File: src/core/nor_host_pkg.sv
// Constants and types for the parallel NOR flash host controller
//
// Behaviour
// - Host keeps only the low byte when it reads a status word.
// - Host holds hardware reset low at least the minimum reset pulse time.
// - Host waits the later of both reset-release delays before any cycle.
// - Host starts no cycle after reset until done_indicator is released.
// - Host treats a low shared done_indicator as some device still busy.
// - Host reads with address valid, select and output enable low, write high.
package nor_host_pkg;

  localparam int ADDR_W = 23;
  localparam int DATA_W = 16;
  localparam int STATUS_W = 8;

  // ----------------------------------------
  // Timing, source figures in ns, derived counts in clock cycles
  // ----------------------------------------
  localparam int CLK_PERIOD_NS = 10;
  localparam int RESET_PULSE_MIN_TIME_NS = 500;
  localparam int RESET_TO_SELECT_DELAY_NS = 50;
  localparam int READY_TO_SELECT_DELAY_NS = 0;
  localparam int READ_ACCESS_NS = 70;
  localparam int WRITE_PULSE_NS = 35;
  localparam int STROBE_SETUP_NS = 10;
  localparam int STROBE_HIGH_NS = 30;

  function automatic int ns_to_min_cycles(input int ns);
    int c;
    c = (ns + CLK_PERIOD_NS - 1) / CLK_PERIOD_NS;
    return (c < 1) ? 1 : c;
  endfunction : ns_to_min_cycles

  localparam int CNT_W = 8;
  localparam logic [CNT_W-1:0] RESET_PULSE_CYC = CNT_W'(ns_to_min_cycles(RESET_PULSE_MIN_TIME_NS));
  localparam int REL_NS = (RESET_TO_SELECT_DELAY_NS > READY_TO_SELECT_DELAY_NS) ?
    RESET_TO_SELECT_DELAY_NS : READY_TO_SELECT_DELAY_NS;
  localparam logic [CNT_W-1:0] RELEASE_CYC = CNT_W'(ns_to_min_cycles(REL_NS));
  localparam logic [CNT_W-1:0] READ_CYC = CNT_W'(ns_to_min_cycles(READ_ACCESS_NS));
  localparam logic [CNT_W-1:0] WRITE_CYC = CNT_W'(ns_to_min_cycles(WRITE_PULSE_NS));
  localparam logic [CNT_W-1:0] SETUP_CYC = CNT_W'(ns_to_min_cycles(STROBE_SETUP_NS));
  localparam logic [CNT_W-1:0] RECOVER_CYC = CNT_W'(ns_to_min_cycles(STROBE_HIGH_NS));
  localparam logic [CNT_W-1:0] CNT_ONE = 8'h01;
  localparam logic [CNT_W-1:0] CNT_ZERO = 8'h00;

  typedef enum logic [1:0] {
    OP_READ,
    OP_WRITE,
    OP_STATUS,
    OP_RESET
  } op_t;

  typedef struct packed {
    op_t op;
    logic [ADDR_W-1:0] addr;
    logic [DATA_W-1:0] wdata;
  } request_t;

  typedef struct packed {
    logic select_n;
    logic out_en_n;
    logic wr_n;
    logic reset_n;
  } strobes_t;

  localparam strobes_t STROBES_IDLE = '{select_n: 1'b1, out_en_n: 1'b1, wr_n: 1'b1,
                                        reset_n: 1'b1};
  localparam logic [DATA_W-1:0] STATUS_MASK = 16'h00ff;

endpackage : nor_host_pkg

File: src/core/nor_sync2.sv
// Two-flop synchroniser for a group of pin inputs
`timescale 1ns/10ps
`default_nettype none
module nor_sync2 #(
  parameter int W = 1,
  parameter logic [W-1:0] INIT = '0
) (
  input wire logic clk,
  input wire logic rst_n,
  input wire logic [W-1:0] d,
  output logic [W-1:0] q
);
  logic [W-1:0] meta;
  logic [W-1:0] next_meta;
  logic [W-1:0] next_q;

  always_comb
  begin
    next_meta = d;
    next_q = meta;
  end

  always_ff @(posedge clk or negedge rst_n)
  begin
    if (!rst_n)
    begin
      meta <= INIT;
      q <= INIT;
    end
    else
    begin
      meta <= next_meta;
      q <= next_q;
    end
  end
endmodule : nor_sync2
`default_nettype wire

File: src/core/nor_host.sv
// Host controller driving a parallel NOR flash through its pins
`timescale 1ns/10ps
`default_nettype none
module nor_host (
  input wire logic CORE_CLK,
  input wire logic RST_N,
  input wire logic REQ_VALID,
  input wire nor_host_pkg::request_t REQ,
  output logic REQ_READY,
  output logic RSP_VALID,
  output logic [nor_host_pkg::DATA_W-1:0] RSP_DATA,
  output logic FLASH_BUSY,
  output logic [nor_host_pkg::ADDR_W-1:0] FLASH_ADDR,
  output logic [nor_host_pkg::DATA_W-1:0] FLASH_DQ_OUT,
  output logic FLASH_DQ_OE,
  input wire logic [nor_host_pkg::DATA_W-1:0] FLASH_DQ_IN,
  output nor_host_pkg::strobes_t FLASH_STROBES,
  output logic FLASH_BOOST_WP_N,
  input wire logic FLASH_DONE_IN,
  input wire logic WRITE_PROTECT_OUTER
);

  // ----------------------------------------
  // Pin input synchronisers
  // ----------------------------------------
  logic [nor_host_pkg::DATA_W:0] pins_sync;
  logic done_ready;
  logic [nor_host_pkg::DATA_W-1:0] dq_sync;

  nor_sync2 #(
    .W(nor_host_pkg::DATA_W + 1),
    .INIT({1'b0, 16'h0000})
  ) u_sync (
    .clk(CORE_CLK),
    .rst_n(RST_N),
    .d({FLASH_DONE_IN, FLASH_DQ_IN}),
    .q(pins_sync)
  );

  // Shared wired line: low means at least one device still busy
  assign done_ready = pins_sync[nor_host_pkg::DATA_W];
  assign dq_sync = pins_sync[nor_host_pkg::DATA_W-1:0];

  // ----------------------------------------
  // Sequencer
  // ----------------------------------------
  typedef enum logic [2:0] {
    ST_RST_PULSE,
    ST_RST_WAIT,
    ST_IDLE,
    ST_SETUP,
    ST_STROBE,
    ST_RECOVER
  } state_t;

  state_t state, next_state;
  logic [nor_host_pkg::CNT_W-1:0] cnt, next_cnt;
  nor_host_pkg::request_t cur, next_cur;
  nor_host_pkg::strobes_t strobes, next_strobes;
  logic [nor_host_pkg::ADDR_W-1:0] addr, next_addr;
  logic [nor_host_pkg::DATA_W-1:0] dq_out, next_dq_out;
  logic dq_oe, next_dq_oe;
  logic req_ready, next_req_ready;
  logic rsp_valid, next_rsp_valid;
  logic [nor_host_pkg::DATA_W-1:0] rsp_data, next_rsp_data;
  logic busy, next_busy;
  logic boost_wp_n, next_boost_wp_n;

  function automatic logic is_write(input nor_host_pkg::op_t op);
    return op == nor_host_pkg::OP_WRITE;
  endfunction : is_write

  always_comb
  begin
    next_state = state;
    next_cnt = cnt;
    next_cur = cur;
    next_strobes = strobes;
    next_addr = addr;
    next_dq_out = dq_out;
    next_dq_oe = dq_oe;
    next_req_ready = 1'b0;
    next_rsp_valid = 1'b0;
    next_rsp_data = rsp_data;
    next_busy = !done_ready;
    next_boost_wp_n = !WRITE_PROTECT_OUTER;
    case (state)
      ST_RST_PULSE:
      begin
        // Reset held for the whole minimum pulse, bus fully released
        next_strobes = '{select_n: 1'b1, out_en_n: 1'b1, wr_n: 1'b1, reset_n: 1'b0};
        next_dq_oe = 1'b0;
        if (cnt <= nor_host_pkg::CNT_ONE)
        begin
          next_strobes = nor_host_pkg::STROBES_IDLE;
          next_cnt = nor_host_pkg::RELEASE_CYC;
          next_state = ST_RST_WAIT;
        end
        else
        begin
          next_cnt = cnt - nor_host_pkg::CNT_ONE;
        end
      end
      ST_RST_WAIT:
      begin
        // Both the release delay and a released ready line are needed
        if (cnt > nor_host_pkg::CNT_ZERO)
        begin
          next_cnt = cnt - nor_host_pkg::CNT_ONE;
        end
        else if (done_ready)
        begin
          next_req_ready = 1'b1;
          next_state = ST_IDLE;
        end
      end
      ST_IDLE:
      begin
        next_req_ready = 1'b1;
        if (REQ_VALID && req_ready)
        begin
          next_req_ready = 1'b0;
          next_cur = REQ;
          if (REQ.op == nor_host_pkg::OP_RESET)
          begin
            next_strobes.reset_n = 1'b0;
            next_cnt = nor_host_pkg::RESET_PULSE_CYC;
            next_state = ST_RST_PULSE;
          end
          else
          begin
            next_addr = REQ.addr;
            // Only the low byte carries the command; upper byte sent as zero
            next_dq_out = is_write(REQ.op) ? (REQ.wdata & nor_host_pkg::STATUS_MASK)
                                           : nor_host_pkg::DATA_W'(0);
            next_dq_oe = is_write(REQ.op);
            next_cnt = nor_host_pkg::SETUP_CYC;
            next_state = ST_SETUP;
          end
        end
      end
      ST_SETUP:
      begin
        // Address settles before the falling edge that latches it
        if (cnt <= nor_host_pkg::CNT_ONE)
        begin
          next_strobes.select_n = 1'b0;
          if (is_write(cur.op))
          begin
            next_strobes.wr_n = 1'b0;
            next_cnt = nor_host_pkg::WRITE_CYC;
          end
          else
          begin
            next_strobes.out_en_n = 1'b0;
            next_cnt = nor_host_pkg::READ_CYC;
          end
          next_state = ST_STROBE;
        end
        else
        begin
          next_cnt = cnt - nor_host_pkg::CNT_ONE;
        end
      end
      ST_STROBE:
      begin
        if (cnt <= nor_host_pkg::CNT_ONE)
        begin
          // Data stays driven past the rising edge that latches it
          next_strobes = nor_host_pkg::STROBES_IDLE;
          if (!is_write(cur.op))
          begin
            next_rsp_valid = 1'b1;
            next_rsp_data = (cur.op == nor_host_pkg::OP_STATUS) ?
              (dq_sync & nor_host_pkg::STATUS_MASK) : dq_sync;
          end
          else
          begin
            next_rsp_valid = 1'b1;
            next_rsp_data = nor_host_pkg::DATA_W'(0);
          end
          next_cnt = nor_host_pkg::RECOVER_CYC;
          next_state = ST_RECOVER;
        end
        else
        begin
          next_cnt = cnt - nor_host_pkg::CNT_ONE;
        end
      end
      ST_RECOVER:
      begin
        next_dq_oe = 1'b0;
        if (cnt <= nor_host_pkg::CNT_ONE)
        begin
          next_req_ready = 1'b1;
          next_state = ST_IDLE;
        end
        else
        begin
          next_cnt = cnt - nor_host_pkg::CNT_ONE;
        end
      end
      default:
      begin
        next_state = ST_RST_PULSE;
        next_cnt = nor_host_pkg::RESET_PULSE_CYC;
      end
    endcase
  end

  always_ff @(posedge CORE_CLK or negedge RST_N)
  begin
    if (!RST_N)
    begin
      state <= ST_RST_PULSE;
      cnt <= nor_host_pkg::RESET_PULSE_CYC;
      cur <= '0;
      strobes <= '{select_n: 1'b1, out_en_n: 1'b1, wr_n: 1'b1, reset_n: 1'b0};
      addr <= '0;
      dq_out <= '0;
      dq_oe <= 1'b0;
      req_ready <= 1'b0;
      rsp_valid <= 1'b0;
      rsp_data <= '0;
      busy <= 1'b1;
      boost_wp_n <= 1'b0;
    end
    else
    begin
      state <= next_state;
      cnt <= next_cnt;
      cur <= next_cur;
      strobes <= next_strobes;
      addr <= next_addr;
      dq_out <= next_dq_out;
      dq_oe <= next_dq_oe;
      req_ready <= next_req_ready;
      rsp_valid <= next_rsp_valid;
      rsp_data <= next_rsp_data;
      busy <= next_busy;
      boost_wp_n <= next_boost_wp_n;
    end
  end

  assign REQ_READY = req_ready;
  assign RSP_VALID = rsp_valid;
  assign RSP_DATA = rsp_data;
  assign FLASH_BUSY = busy;
  assign FLASH_ADDR = addr;
  assign FLASH_DQ_OUT = dq_out;
  assign FLASH_DQ_OE = dq_oe;
  assign FLASH_STROBES = strobes;
  assign FLASH_BOOST_WP_N = boost_wp_n;

endmodule : nor_host
`default_nettype wire

File: config.mk
export PLATFORM = sky130hd
export DESIGN_NAME = nor_host
export DESIGN_NICKNAME = d
export VERILOG_FILES = /design/src/core/nor_host_pkg.sv /design/src/core/nor_sync2.sv /design/src/core/nor_host.sv
export SDC_FILE = /design/constraint.sdc
export NUM_CORES = 1
export LEC_CHECK = 0
export BUFFER_PORTS_ARGS = -buffer_cell sky130_fd_sc_hd__buf_2
export CORE_MARGIN = 3
export CORE_UTILIZATION = 30
export CTS_BUF_LIST = sky130_fd_sc_hd__clkbuf_16
export DETAILED_ROUTE_END_ITERATION = 7
export PLACE_DENSITY = 0.5
export SETUP_SLACK_MARGIN = 0.02
export SYNTH_ARGS = -nofsm -noshare
export SYNTH_HDL_FRONTEND = slang
export SYNTH_SLANG_ARGS = --single-unit
File: constraint.sdc
create_clock -name CORE_CLK -period 2.49 [get_ports CORE_CLK]
set_input_delay 0 -clock CORE_CLK [delete_from_list [all_inputs] [get_ports CORE_CLK]]
set_output_delay 0 -clock CORE_CLK [all_outputs]
set_load 0.05 [all_outputs]
==> flow_summary.toml <==
[timing]
clock_skew_ns = 0.01179
period_needed_ns = 2.235
slew_headroom = 0.5344
drv_slew = 0
hold_violations = 0
fin_tns_setup_ns = 0
setup_viol = 0
worst_hold_slack_ns = 0.003767
grt_setup_unrepaired = "false"
timing.fmax_ghz = 0.4474
worst_pin_slew_ns = 0.6934
period_share = 0.8977

[synthesis]
yosysSeqAreaShare = 0.6360
synth_cell_types = 54
yosys_warnings = 0
synth-edff-count = 0
synth_seq_cells = 103
synthArstFlopShare = 1.000
synthFlopType = "dfrtp_1"
syn_area_sq_um = 4066
avgSynthCellArea_sq_um = 10.81
syn_inst = 376

[routing]
via_per_inst = 4.355
via_count = 3118
drt_first_pass_iters = 4
drcViolationCount = 0
drt_iter0_drc = 144
wl_per_cell_microns = 12.90
wl_microns = 9239
ant_nets = 0

[setup_path]
reg2reg_slack_ns = 0.25
crit_path_start_kind = "register"
cp.arrival_ns = 2.49
cp.required_ns = 2.74
critPathKind = "register to register"
path_max_fanout = 9
end_kind = "register"

[cts]
post_cts_buffers = 0
cts-htree-levels = 3
clk_transition_reported_paths_ns = 0.07
clkLatencyLatePin_ns = 0.34
post_cts_resized = 0
cts_tree = "built"
holdBufCountCts = 51
cts_root_buf = "clkbuf_16"
clk_path_buf_depth = 2
clock_sinks = 103
cts_buffers = 9

[floorplanning]
core_area_sq_um = 12930
fp.dieH_microns = 122.4
row_count = 41
io-pin-count = 126
die_area_sq_um = 14990
die_width_microns = 122.4
start_util = 0.3146

[pwr]
power.leakage_nw = 2.920
vdd_drop_max_v = 0.0002995
p_per_area_nw_per_um2 = 595.4

[finish]
insertedDiodeCount = 0
fin_cells = 716
final_area_sq_um = 5608
syn2layout_area_growth_pct = 37.91
final_net_count = 603
drive_above_1_share = 0.2849

[job]
drv_cap = 0

[placed_design]
gp_congestion = 0.7999
port_buffers = 109
place_area_sq_um = 4782
place_inst = 649
dp_hpwl_microns = 6156

[global_routing]
grt.overflow.total = 0
grt_first_pass_wirelength_microns = 15770
grt_max_degree = 57
first_global_vias = 3242
track_usage = 0.1336
grt_antenna_before_repair = 0

[outcome]
status = "completed"

[min_path]
hold_class = "input port to register"
## layer usage
layer | global-route usage | wire length [microns] | vias up
met5 | 0 | 0 | -
met4 | 0.05318 | 155 | 0
met3 | 0.03963 | 594 | 12
met2 | 0.2144 | 4436 | 93
met1 | 0.1698 | 4052 | 1451
li1 | - | - | 1562
## per-stage QoR
step	power, W	util	setup WS (ns)
floorplan	0.001786	-	0.4662
global placement	0.001859	0.3699	0.3041
detailed placement	0.001861	0.3699	0.2757
CTS	0.003393	0.4338	0.2394
global route	0.003475	0.4338	0.09876
finish	0.003339	0.4338	0.2546
## power breakdown
| part | leakage (nW) | switching, W | internal (W) |
|---|---|---|---|
| Combinational | 1.46 | 0.0000906 | 0.0000875 |
| Sequential | 1.30 | 0.00000758 | 0.00170 |
| Clock | 0.154 | 0.000647 | 0.000804 |
| Total | 2.92 | 0.000745 | 0.00259 |
## registers in the layout, summed over array words and instances, names as in the netlist
| register | cells |
|---|---|
| FLASH_ADDR | 23 |
| FLASH_DQ_OUT | 8 |
| REQ_READY | 1 |
| cnt | 8 |
| FLASH_STROBES | 4 |
| state | 3 |
| RSP_VALID | 1 |
| cur | 2 |
| FLASH_BUSY | 1 |
| RSP_DATA | 16 |
| FLASH_BOOST_WP_N | 1 |
| FLASH_DQ_OE | 1 |
| u_sync.q | 17 |
| u_sync.meta | 17 |
## cell usage after synthesis, types with 2 or more instances
library cell,instances,area (sq um)
nor2_1,11,41.29
nor2b_1,3,18.77
buf_2,6,30.03
nand3_1,21,105.1
dfstp_2,7,183.9
nor4_1,2,12.51
o311ai_1,2,17.52
nand4_1,2,12.51
inv_1,8,30.03
nor3_1,3,15.01
o21ai_0,11,55.05
xnor2_1,2,17.52
buf_4,9,67.56
a22o_1,10,87.58
nand2_1,119,446.7
mux2_2,2,22.52
nor3b_2,2,25.02
a21oi_1,10,50.05
ha_1,2,25.02
clkbuf_1,6,22.52
nand2b_1,6,37.54
dfrtp_1,96,2402
buf_6,3,33.78
o31ai_1,3,22.52
## path summary, 6_finish.rpt
kind	from	to	cells past startpoint
max	cnt[1]$_DFFE_PN1P_	cnt[5]$_DFFE_PN1P_	7
min	REQ[40]	cur[40]$_DFFE_PN0P_	2
max reg2reg	cnt[1]$_DFFE_PN1P_	cnt[5]$_DFFE_PN1P_	7
min reg2reg	u_sync.meta[1]$_DFF_PN0_	u_sync.q[1]$_DFF_PN0_	0
max in group asynchronous	RST_N	cnt[1]$_DFFE_PN1P_	3
min in group asynchronous	RST_N	u_sync.meta[12]$_DFF_PN0_	2
## area by class of cell
cell class              instances  area (sq um)
flip-flops and latches        103          2586
inverters                       9         35.03
clock inverters                 7         90.09
repair buffers                169          1139
multi-input cells             247          1318
clock buffers                   9         225.2
fillers                      1236          7320
well taps                     172         215.2
## kinds of logic after synthesis
kind of cell    after synthesis  share of synthesized area
compound gates               54                    0.09939
xor+xnor                      3                   0.006463
fa+ha+maj                     2                   0.006153
buf+inv                      33                    0.04646
flops                       103                     0.6360
mux                           2                   0.005538
other cells                   1                  0.0009222
simple gates                178                     0.1991
## layout by cell type (no fill, tap or decap), types with 9 or more instances in the layout
cell	n
buf_2	108
a21oi_1	10
nand2_1	119
o21ai_0	11
nand3_1	21
clkbuf_16	9
dfrtp_1	96
buf_4	9
dlygate4sd3_1	51
nor2_1	11
a22o_1	10
## worst max-delay path, stage by stage, from the launching register on
cell,delay [ns]
dfstp_2,0.55
inv_1,0.07
ha_1,0.27
or2_4,0.29
and3_1,0.32
o211ai_4,0.35
a41oi_2,0.17
o22ai_2,0.13
(Power assumes the default switching activity.)
